`src/core/two_wire_pkg.sv`:
```
// Constants and types shared by the two-wire bus master
package two_wire_pkg;

  // ----------------------------------------------------------------
  // Clock and bus timing
  // ----------------------------------------------------------------
  localparam int CLK_PERIOD_NS = 5;
  localparam int T_LOW_NS = 1300;
  localparam int T_HIGH_NS = 600;
  localparam int T_HD_DAT_NS = 300;
  localparam int T_SU_STA_NS = 600;
  localparam int T_HD_STA_NS = 600;
  localparam int T_SU_STO_NS = 600;
  localparam int T_BUF_NS = 1300;

  // Least times, rounded up to whole cycles
  localparam logic [15:0] LOW_CYC = 16'((T_LOW_NS + CLK_PERIOD_NS - 1) / CLK_PERIOD_NS);
  localparam logic [15:0] HIGH_CYC = 16'((T_HIGH_NS + CLK_PERIOD_NS - 1) / CLK_PERIOD_NS);
  localparam logic [15:0] HD_DAT_CYC = 16'((T_HD_DAT_NS + CLK_PERIOD_NS - 1) / CLK_PERIOD_NS);
  localparam logic [15:0] SU_STA_CYC = 16'((T_SU_STA_NS + CLK_PERIOD_NS - 1) / CLK_PERIOD_NS);
  localparam logic [15:0] HD_STA_CYC = 16'((T_HD_STA_NS + CLK_PERIOD_NS - 1) / CLK_PERIOD_NS);
  localparam logic [15:0] SU_STO_CYC = 16'((T_SU_STO_NS + CLK_PERIOD_NS - 1) / CLK_PERIOD_NS);
  localparam logic [15:0] BUF_CYC = 16'((T_BUF_NS + CLK_PERIOD_NS - 1) / CLK_PERIOD_NS);
  // Timer value at which data changes inside the low phase
  localparam logic [15:0] DATA_CHANGE_AT = LOW_CYC - HD_DAT_CYC;
  localparam logic [15:0] TIMER_RESET = 16'h0000;

  // ----------------------------------------------------------------
  // Packet layout and addresses
  // ----------------------------------------------------------------
  localparam logic [3:0] FIRST_BIT_IDX = 4'h0;
  localparam logic [3:0] LAST_BIT_IDX = 4'h8;
  localparam logic [6:0] GENERAL_CALL_ADDR = 7'h00;
  localparam logic [3:0] RESERVED_PREFIX = 4'hf;

  // ----------------------------------------------------------------
  // Reset values
  // ----------------------------------------------------------------
  localparam logic LINE_RELEASED = 1'b1;
  localparam logic LINE_IDLE_LEVEL = 1'b1;
  localparam logic [8:0] SHIFT_RESET = 9'h1ff;
  localparam logic [7:0] BYTE_RESET = 8'h00;

  // ----------------------------------------------------------------
  // Commands
  // ----------------------------------------------------------------
  typedef enum logic [1:0] {OP_ADDR, OP_WRITE, OP_READ, OP_STOP} op_e;

endpackage

```
`src/core/two_wire_master.sv`:
```
// Master for the shared two-wire bus: START, packets, STOP, stretching, arbitration
`timescale 1ns/1ps
`default_nettype none

module two_wire_master
  import two_wire_pkg::*;
(
  // Clock and reset
  input wire logic clk,
  input wire logic rst,
  // Command port
  input wire logic cmd_valid,
  output logic cmd_ready,
  input wire two_wire_pkg::op_e cmd_op,
  input wire logic [7:0] cmd_data,
  input wire logic cmd_last,
  // Response port
  output logic rsp_valid,
  output logic [7:0] rsp_data,
  output logic rsp_nack,
  output logic rsp_arb_lost,
  output logic rsp_refused,
  // Bus state
  output logic bus_busy,
  output logic bus_owned,
  // Clock line pin
  input wire logic scl_in,
  output logic scl_out,
  output logic scl_oe_n,
  // Data line pin
  input wire logic sda_in,
  output logic sda_out,
  output logic sda_oe_n
);

  typedef enum logic [3:0] {
    ST_READY, ST_WAIT_FREE, ST_START_HOLD, ST_RS_LOW, ST_RS_RISE, ST_RS_SETUP,
    ST_BIT_LOW, ST_BIT_RISE, ST_BIT_HIGH, ST_STOP_LOW, ST_STOP_RISE, ST_STOP_SETUP, ST_STOP_BUF
  } state_e;

  logic [2:0] scl_sync_q;
  logic [2:0] sda_sync_q;
  logic scl_f_q;
  logic sda_f_q;
  logic scl_prev_q;
  logic sda_prev_q;
  logic busy_q;
  state_e state_q;
  logic [15:0] timer_q;
  logic [8:0] shift_q;
  logic [7:0] rx_q;
  logic [3:0] bit_q;
  op_e op_q;
  logic rw_q;
  logic owned_q;
  logic data_seen_q;
  logic addr_nack_q;
  logic ready_q;
  logic rsp_valid_q;
  logic [7:0] rsp_data_q;
  logic rsp_nack_q;
  logic rsp_arb_lost_q;
  logic rsp_refused_q;
  logic scl_oe_n_q;
  logic sda_oe_n_q;
  logic scl_out_q;
  logic sda_out_q;

  // ----------------------------------------------------------------
  // Input synchronisers and filter
  // ----------------------------------------------------------------
  always_ff @(posedge clk)
  begin
    if (rst)
    begin
      scl_sync_q <= {3{LINE_IDLE_LEVEL}};
      sda_sync_q <= {3{LINE_IDLE_LEVEL}};
      scl_f_q <= LINE_IDLE_LEVEL;
      sda_f_q <= LINE_IDLE_LEVEL;
    end
    else
    begin
      scl_sync_q <= {scl_sync_q[1:0], scl_in};
      sda_sync_q <= {sda_sync_q[1:0], sda_in};
      if (scl_sync_q[1] == scl_sync_q[2])
      begin
        scl_f_q <= scl_sync_q[2];
      end
      if (sda_sync_q[1] == sda_sync_q[2])
      begin
        sda_f_q <= sda_sync_q[2];
      end
    end
  end

  // ----------------------------------------------------------------
  // Bus busy monitor
  // ----------------------------------------------------------------
  always_ff @(posedge clk)
  begin
    if (rst)
    begin
      scl_prev_q <= LINE_IDLE_LEVEL;
      sda_prev_q <= LINE_IDLE_LEVEL;
      busy_q <= 1'b0;
    end
    else
    begin
      scl_prev_q <= scl_f_q;
      sda_prev_q <= sda_f_q;
      // A START, first or repeated, sets busy; only a STOP clears it
      if (scl_f_q && scl_prev_q && sda_prev_q && !sda_f_q)
      begin
        busy_q <= 1'b1;
      end
      else if (scl_f_q && scl_prev_q && !sda_prev_q && sda_f_q)
      begin
        busy_q <= 1'b0;
      end
    end
  end

  // ----------------------------------------------------------------
  // Transfer state machine
  // ----------------------------------------------------------------
  always_ff @(posedge clk)
  begin
    if (rst)
    begin
      state_q <= ST_READY;
      timer_q <= TIMER_RESET;
      shift_q <= SHIFT_RESET;
      rx_q <= BYTE_RESET;
      bit_q <= FIRST_BIT_IDX;
      op_q <= OP_STOP;
      rw_q <= 1'b0;
      owned_q <= 1'b0;
      data_seen_q <= 1'b0;
      addr_nack_q <= 1'b0;
      ready_q <= 1'b0;
      rsp_valid_q <= 1'b0;
      rsp_data_q <= BYTE_RESET;
      rsp_nack_q <= 1'b0;
      rsp_arb_lost_q <= 1'b0;
      rsp_refused_q <= 1'b0;
      scl_oe_n_q <= LINE_RELEASED;
      sda_oe_n_q <= LINE_RELEASED;
    end
    else
    begin
      rsp_valid_q <= 1'b0;
      if (timer_q != TIMER_RESET)
      begin
        timer_q <= timer_q - 16'h0001;
      end
      case (state_q)
        ST_READY:
        begin
          ready_q <= 1'b1;
          if (cmd_valid && ready_q)
          begin
            ready_q <= 1'b0;
            rsp_nack_q <= 1'b0;
            rsp_arb_lost_q <= 1'b0;
            rsp_refused_q <= 1'b0;
            case (cmd_op)
              OP_ADDR:
              begin
                if ((cmd_data[7:1] == GENERAL_CALL_ADDR && cmd_data[0])
                    || cmd_data[7:4] == RESERVED_PREFIX)
                begin
                  rsp_refused_q <= 1'b1;
                  rsp_valid_q <= 1'b1;
                end
                else
                begin
                  shift_q <= {cmd_data, LINE_RELEASED};
                  rw_q <= cmd_data[0];
                  op_q <= OP_ADDR;
                  if (owned_q)
                  begin
                    timer_q <= LOW_CYC;
                    state_q <= ST_RS_LOW;
                  end
                  else
                  begin
                    state_q <= ST_WAIT_FREE;
                  end
                end
              end
              OP_WRITE, OP_READ:
              begin
                if (!owned_q || addr_nack_q || (rw_q != (cmd_op == OP_READ)))
                begin
                  rsp_refused_q <= 1'b1;
                  rsp_valid_q <= 1'b1;
                end
                else
                begin
                  // Reads release the eight data bits; the ninth is our ACK or NACK
                  shift_q <= (cmd_op == OP_READ) ? {8'hff, cmd_last}
                                                 : {cmd_data, LINE_RELEASED};
                  op_q <= cmd_op;
                  bit_q <= FIRST_BIT_IDX;
                  timer_q <= LOW_CYC;
                  state_q <= ST_BIT_LOW;
                end
              end
              default:
              begin
                if (!owned_q || !(data_seen_q || addr_nack_q))
                begin
                  rsp_refused_q <= 1'b1;
                  rsp_valid_q <= 1'b1;
                end
                else
                begin
                  op_q <= OP_STOP;
                  timer_q <= LOW_CYC;
                  state_q <= ST_STOP_LOW;
                end
              end
            endcase
          end
        end
        ST_WAIT_FREE:
        begin
          // Another master owns the bus until its STOP
          if (!busy_q && scl_f_q && sda_f_q)
          begin
            sda_oe_n_q <= 1'b0;
            owned_q <= 1'b1;
            timer_q <= HD_STA_CYC;
            state_q <= ST_START_HOLD;
          end
        end
        ST_RS_LOW:
        begin
          if (timer_q == DATA_CHANGE_AT)
          begin
            sda_oe_n_q <= LINE_RELEASED;
          end
          if (timer_q == TIMER_RESET)
          begin
            scl_oe_n_q <= LINE_RELEASED;
            state_q <= ST_RS_RISE;
          end
        end
        ST_RS_RISE:
        begin
          if (scl_f_q)
          begin
            timer_q <= SU_STA_CYC;
            state_q <= ST_RS_SETUP;
          end
        end
        ST_RS_SETUP:
        begin
          if (timer_q == TIMER_RESET)
          begin
            sda_oe_n_q <= 1'b0;
            timer_q <= HD_STA_CYC;
            state_q <= ST_START_HOLD;
          end
        end
        ST_START_HOLD:
        begin
          if (timer_q == TIMER_RESET)
          begin
            scl_oe_n_q <= 1'b0;
            bit_q <= FIRST_BIT_IDX;
            data_seen_q <= 1'b0;
            addr_nack_q <= 1'b0;
            timer_q <= LOW_CYC;
            state_q <= ST_BIT_LOW;
          end
        end
        ST_BIT_LOW:
        begin
          if (timer_q == DATA_CHANGE_AT)
          begin
            sda_oe_n_q <= shift_q[8];
          end
          if (timer_q == TIMER_RESET)
          begin
            scl_oe_n_q <= LINE_RELEASED;
            state_q <= ST_BIT_RISE;
          end
        end
        ST_BIT_RISE:
        begin
          // A slave may hold the clock low; wait for the line itself
          if (scl_f_q)
          begin
            timer_q <= HIGH_CYC;
            state_q <= ST_BIT_HIGH;
          end
        end
        ST_BIT_HIGH:
        begin
          if (timer_q == TIMER_RESET)
          begin
            if (bit_q != LAST_BIT_IDX && op_q != OP_READ && shift_q[8] && !sda_f_q)
            begin
              scl_oe_n_q <= LINE_RELEASED;
              sda_oe_n_q <= LINE_RELEASED;
              owned_q <= 1'b0;
              rsp_arb_lost_q <= 1'b1;
              rsp_valid_q <= 1'b1;
              state_q <= ST_READY;
            end
            else if (bit_q == LAST_BIT_IDX)
            begin
              scl_oe_n_q <= 1'b0;
              rsp_nack_q <= sda_f_q;
              rsp_data_q <= rx_q;
              rsp_valid_q <= 1'b1;
              if (op_q == OP_ADDR)
              begin
                addr_nack_q <= sda_f_q;
              end
              else
              begin
                data_seen_q <= 1'b1;
              end
              state_q <= ST_READY;
            end
            else
            begin
              scl_oe_n_q <= 1'b0;
              rx_q <= {rx_q[6:0], sda_f_q};
              shift_q <= {shift_q[7:0], LINE_RELEASED};
              bit_q <= bit_q + 4'h1;
              timer_q <= LOW_CYC;
              state_q <= ST_BIT_LOW;
            end
          end
        end
        ST_STOP_LOW:
        begin
          if (timer_q == DATA_CHANGE_AT)
          begin
            sda_oe_n_q <= 1'b0;
          end
          if (timer_q == TIMER_RESET)
          begin
            scl_oe_n_q <= LINE_RELEASED;
            state_q <= ST_STOP_RISE;
          end
        end
        ST_STOP_RISE:
        begin
          if (scl_f_q)
          begin
            timer_q <= SU_STO_CYC;
            state_q <= ST_STOP_SETUP;
          end
        end
        ST_STOP_SETUP:
        begin
          if (timer_q == TIMER_RESET)
          begin
            sda_oe_n_q <= LINE_RELEASED;
            timer_q <= BUF_CYC;
            state_q <= ST_STOP_BUF;
          end
        end
        default:
        begin
          if (timer_q == TIMER_RESET)
          begin
            owned_q <= 1'b0;
            data_seen_q <= 1'b0;
            addr_nack_q <= 1'b0;
            rsp_valid_q <= 1'b1;
            state_q <= ST_READY;
          end
        end
      endcase
    end
  end

  // ----------------------------------------------------------------
  // Open-drain drivers: the output level is always low
  // ----------------------------------------------------------------
  always_ff @(posedge clk)
  begin
    if (rst)
    begin
      scl_out_q <= 1'b0;
      sda_out_q <= 1'b0;
    end
    else
    begin
      scl_out_q <= 1'b0;
      sda_out_q <= 1'b0;
    end
  end

  assign cmd_ready = ready_q;
  assign rsp_valid = rsp_valid_q;
  assign rsp_data = rsp_data_q;
  assign rsp_nack = rsp_nack_q;
  assign rsp_arb_lost = rsp_arb_lost_q;
  assign rsp_refused = rsp_refused_q;
  assign bus_busy = busy_q;
  assign bus_owned = owned_q;
  assign scl_out = scl_out_q;
  assign scl_oe_n = scl_oe_n_q;
  assign sda_out = sda_out_q;
  assign sda_oe_n = sda_oe_n_q;

endmodule // two_wire_master

`default_nettype wire

```
`config.mk`:
```
export PLATFORM = sky130hd
export DESIGN_NAME = two_wire_master
export DESIGN_NICKNAME = d
export VERILOG_FILES = /design/src/core/two_wire_pkg.sv /design/src/core/two_wire_master.sv
export SDC_FILE = /design/constraint.sdc
export NUM_CORES = 1
export LEC_CHECK = 0
export BUFFER_PORTS_ARGS = -buffer_cell sky130_fd_sc_hd__buf_2
export CORE_ASPECT_RATIO = 0.5
export CORE_MARGIN = 2
export CORE_UTILIZATION = 50
export CTS_CLUSTER_SIZE = 10
export DETAILED_ROUTE_END_ITERATION = 10
export PLACE_DENSITY = 0.69
export SKIP_CTS_REPAIR_TIMING = 1
export SLEW_MARGIN = 20
export SYNTH_ARGS = -nofsm -noshare
export SYNTH_HDL_FRONTEND = slang
export SYNTH_SLANG_ARGS = --single-unit
```
`constraint.sdc`:
```
create_clock -name clk -period 6.73 [get_ports clk]
set_input_delay 1.346 -clock clk [delete_from_list [all_inputs] [get_ports clk]]
set_output_delay 1.346 -clock clk [all_outputs]
set_load 0.02 [all_outputs]
```
* After elaboration in Yosys (flattened, before gate mapping)
Cells that the tools add are included.
Word-level totals: register bits after elaboration 73, logic and storage cells 242, output and inout port bits 19
Operators by class: bitwise operators 5, add/sub/neg operators 2, muxes and demuxes 101, eq/ne operators 52, reductions and logical operators 57
Operator list (count):
- 16-bit 2-to-1 mux | 13
- 16-bit case mux with 6 select lines | 1
- 4-bit 2-to-1 mux | 22
- 9-bit 2-to-1 mux | 7
- 2-bit != test (second input constant) | 25
- 4-bit case mux with 12 select lines | 1
- 1-bit 2-to-1 mux | 36
- 9-bit case mux with 2 select lines | 2
- 16-bit case mux with 2 select lines | 1
- 10-bit OR reduction | 3
- 5-bit AND reduction | 5
- 4-bit == test (second input constant) | 6
- 4-bit AND reduction | 5
- 16-bit by 8-bit == test with 1-bit output (second input constant) | 1
- 4-bit by 3-bit == test with 1-bit output (second input constant) | 4
- 16-bit zero test | 1
- 16-bit AND reduction | 1
- 8-bit AND reduction | 2
- 16-bit nonzero test | 1
- 16-bit by 1-bit subtractor with 16-bit output (second input constant) | 1
- 1-bit logical AND | 12
- 4-bit case mux with 3 select lines | 1
- 1-bit case mux with 2 select lines | 5
- 1-bit case mux with 3 select lines | 3
- other kinds (31) | 58

* Depth between registers and ports, before layout
depth in word-level cells 7, gate-level depth with buffers 12, gate-level depth less buffers 9

* Worst setup path before layout
Ideal clock, no wire load.
kind input-to-reg, start point input cmd_op[0], end point register state_q[2], required time 6.602 ns, arrival 3.135 ns, stages 9, library setup time 0.128 ns, buffers on the path 1, path slack 3.467 ns, path through inv_1 -> ha_1 -> clkbuf_1 -> xor2_1 -> o21ai_0 -> o22ai_1 -> nor4_2 -> mux2i_1 -> nor2_1
On the way: longest elaborated chain between the ends 5
Ends and longest elaborated chain:
- start, declared | line two_wire_master.sv:14 | input wire two_wire_pkg::op_e cmd_op,
- 2-bit == test or 2-bit by 1-bit == test with 1-bit output (tied branches) | line two_wire_master.sv:166, two_wire_master.sv:193
- 2-bit OR reduction or 1-bit != test (tied branches) | line two_wire_master.sv:166, two_wire_master.sv:193
- 4-bit case mux with 2 select lines or 1-bit logical OR (tied branches) | line two_wire_master.sv:166, two_wire_master.sv:193
- 4-bit 2-to-1 mux or 3-bit != test (tied branches)
- 4-bit case mux with 12 select lines or 16-bit AND reduction (tied branches)
- end signal, assigned | line two_wire_master.sv:183 | state_q <= ST_RS_LOW;
- end signal, assigned | line two_wire_master.sv:187 | state_q <= ST_WAIT_FREE;
- end signal, assigned | line two_wire_master.sv:206 | state_q <= ST_BIT_LOW;
- end, declared | line two_wire_master.sv:48 | state_e state_q;
Parallel ways exist; a longest one is shown, timed or not. The select of a mux whose other input is x is not followed. A chain may end at the register's enable or synchronous reset.

* Worst setup path in the final report
Same ends and word-level chain as after synthesis.

==> flow_summary.yaml <==
placement:
  io_buffers: 32
  place_inst: 639
  place_area_um2: 4360
  post-place-ws_ps: 3170
  dp_hpwl_um: 7000
  gp_congestion: 0.939
floorplanning:
  core.rowCount: 23
  dieArea_um2: 9180
  fp.coreArea_um2: 8060
  start_util_pct: 52.0
  io_pins: 35
  die_height_um: 68.8
  die_w_um: 134
routing:
  via_per_inst: 5.99
  drt_iter0_drc: 292
  firstDrtPassIters: 7
  vias: 3925
  wire_per_inst_um: 15.8
  postRouteWirelength_um: 10300
  drtAntennaViolNets: 0
  route.detailed.drc: 0
hold_path:
  hold_start: "scl_sync_q[0]"
  hold-path-cell-count: 1
  whs_endpoint: "scl_sync_q[1]"
  min_path_type: "flip-flop to flip-flop"
clock_tree:
  cts_htree_levels: 3
  cts_max_path_buffers: 2
  cts_inserted_buffers: 9
  cts.sinks: 73
  clock_latency_ps: 350
  clockRootBuffer: "clkbuf_16"
  cts_tree: "built"
  clkTransAtPathRegs_ps: 70
grt:
  grt_pass1_vias: 3415
  grt_pass1_wl_um: 17000
  grt-ovfl-total: 0
  antenna_found_initial: 0
  grt_usage_pct: 23.8
  grt_max_degree: 87
sta:
  maxSlewHeadroom_pct: 33.8
  fin_setup_tns_ps: 0
  fin_crit_ps: 3230
  finalMaxSlewViolations: 0
  timing.fmax_mhz: 310
  worst_slew_pin_slew_ps: 992
  skew_ps: 7.69
  hold_viol: 0
  setup_ws_ps: 3500
  fin_crit_sh_pct: 47.9
  rsz0062_at_grt: "no"
  setup_viol: 0
synth:
  syn_area_per_cell_um2: 7.97
  synth.area.top_cells: "dfxtp_1 (35%), nor2_1 (5.8%), a21oi_1 (4.7%)"
  synth_area_um2: 4190
  syn_inst: 526
  synth-async-reset-ratio_pct: 0
  ys_warn_count: 0
  synthFlopType: "dfxtp_1"
  synth_edf_count: 0
  synth_area_leader_cell: "dfxtp_1"
  yosysSeqAreaShare_pct: 34.8
  synth_cell_types: 69
  synth_top_area_share_pct: 34.8
  ys_ff_latch: 73
status:
  outcome: "completed"
worst_setup_path:
  critPathArrivalTime_ps: 3430
  path_class: "primary input to flip-flop"
  critPathCaptureType: "flip-flop"
  rr_endpoint: "shift_q[7]"
  worstReg2RegStart: "timer_q[0]"
  r2r_slack_ps: 3680
  cp_max_fo: 10
  crit_required_ps: 6930
  startpoint_type: "primary input"
  r2r_cells: 9
layout:
  final_area_um2: 4670
  diodes: 0
  drive_gt1_share_pct: 15.3
  finish.net_count: 562
  area_delta_synth_final_pct: 11.4
  stdcell_count: 655
power_and_ir_drop:
  p_leak_nw: 1.74
  p_total_mw: 1.82
  powerDensity_nw_per_um2: 390
  ir_drop_mv: 0.189
flow_run:
  drv_cap: 0
[power breakdown]
group	internal, mW	switching, mW
clock	0.294	0.209
combinational	0.282	0.453
sequential	0.505	0.0771
[worst max path at each step]
stage / startpoint / cells after the start / slack [ps] / end
2_1_floorplan: cmd_op[0] / 9 / 3470 / state_q[2]
3_3_place_gp: cmd_op[0] / 9 / 3230 / state_q[3]
3_5_place_dp: cmd_op[0] / 9 / 3170 / state_q[2]
4_1_cts: cmd_op[0] / 9 / 3530 / state_q[2]
5_1_grt: cmd_op[0] / 9 / 3270 / timer_q[11]
6_report: cmd_op[0] / 9 / 3500 / state_q[2]
[worst max-delay path: stages]
cell     delay (ps)
buf_2           110
inv_1            70
ha_1            360
xor2_1          180
o21ai_0         240
o22ai_1         180
nor4_2          640
mux2i_1         250
nor2_1           50
[sequential cells by signal, summed over array words and instances (netlist names), 2 cells and up]
signal,cells
state_q,4
rx_q,8
shift_q,9
scl_sync_q,3
sda_sync_q,3
op_q,2
rsp_data,8
bit_q,4
timer_q,16
[placed cells by master (no fill, tap or decap), types with 3 or more instances in the layout]
cell type	instances
a32oi_1	3
nand2b_1	6
and3_1	4
and2_1	3
a21oi_1	39
xnor2_1	7
a21boi_0	3
xor2_1	7
nor2_1	65
o22ai_1	6
inv_6	3
a211oi_1	16
nor3_1	27
dfxtp_1	73
o21bai_1	6
o31ai_1	7
o211ai_1	3
a31oi_1	3
buf_2	32
ha_1	8
clkbuf_16	9
nand3_1	19
or3_1	3
buf_4	5
mux2i_1	14
nor2b_1	8
nand2_1	45
o21ai_0	24
nor4_1	8
nor4_2	4
nor3b_1	4
or2_2	10
a221oi_1	3
inv_1	13
[kinds of logic after synthesis]
family                     count (synthesis)  share of synthesized area, %
AOI/OAI and AO/OA                        136                          21.7
other                                      1                        0.0894
DFF                                       73                          34.8
buffers and inverters                     51                          5.61
adders and majority gates                  8                          2.39
xor gates and xnor gates                  14                          2.92
and+or+nand+nor                          227                          28.6
muxes                                     16                          3.88
[cell usage after synthesis (all sizes together), types with 4 or more instances]
master and number:
nor3b 5, nor2 67, and3 4, nand3 19, o31ai 7, dfxtp 73, nor3 29, inv 14
a21oi 40, o21ai 24, nor4 13, or2 10, nor2b 8, xor2 7, mux2i 14, ha 8
nand2b 6, clkbuf 20, nand2 45, buf 17, a211oi 18, xnor2 7, o22ai 6, o21bai 6
[layer usage]
metal / GRT usage [%] / part of all wire, %
met1: 32.0 / 49
met5: 0 / 0
met4: 8.51 / 1.7
met2: 37.6 / 43
met3: 6.07 / 6.4
[cell type report]
class / instances / area, um^2
fillers: 772 / 3390
multi-input cells: 403 / 2510
flip-flops and latches: 73 / 1460
clock buffers: 9 / 225
repair buffers: 37 / 198
well taps: 112 / 140
clock inverters: 7 / 83.8
inverters: 14 / 52.6
[stage by stage]
stage / hold WS [ps] / util (%)
finish: 411 / 58.0
global route: 420 / 58.0
CTS: 412 / 58.0
detailed placement: 397 / 54.1
global placement: 396 / 54.1
floorplan: 389 / -
No activity file was read; power rests on OpenSTA's default activity.
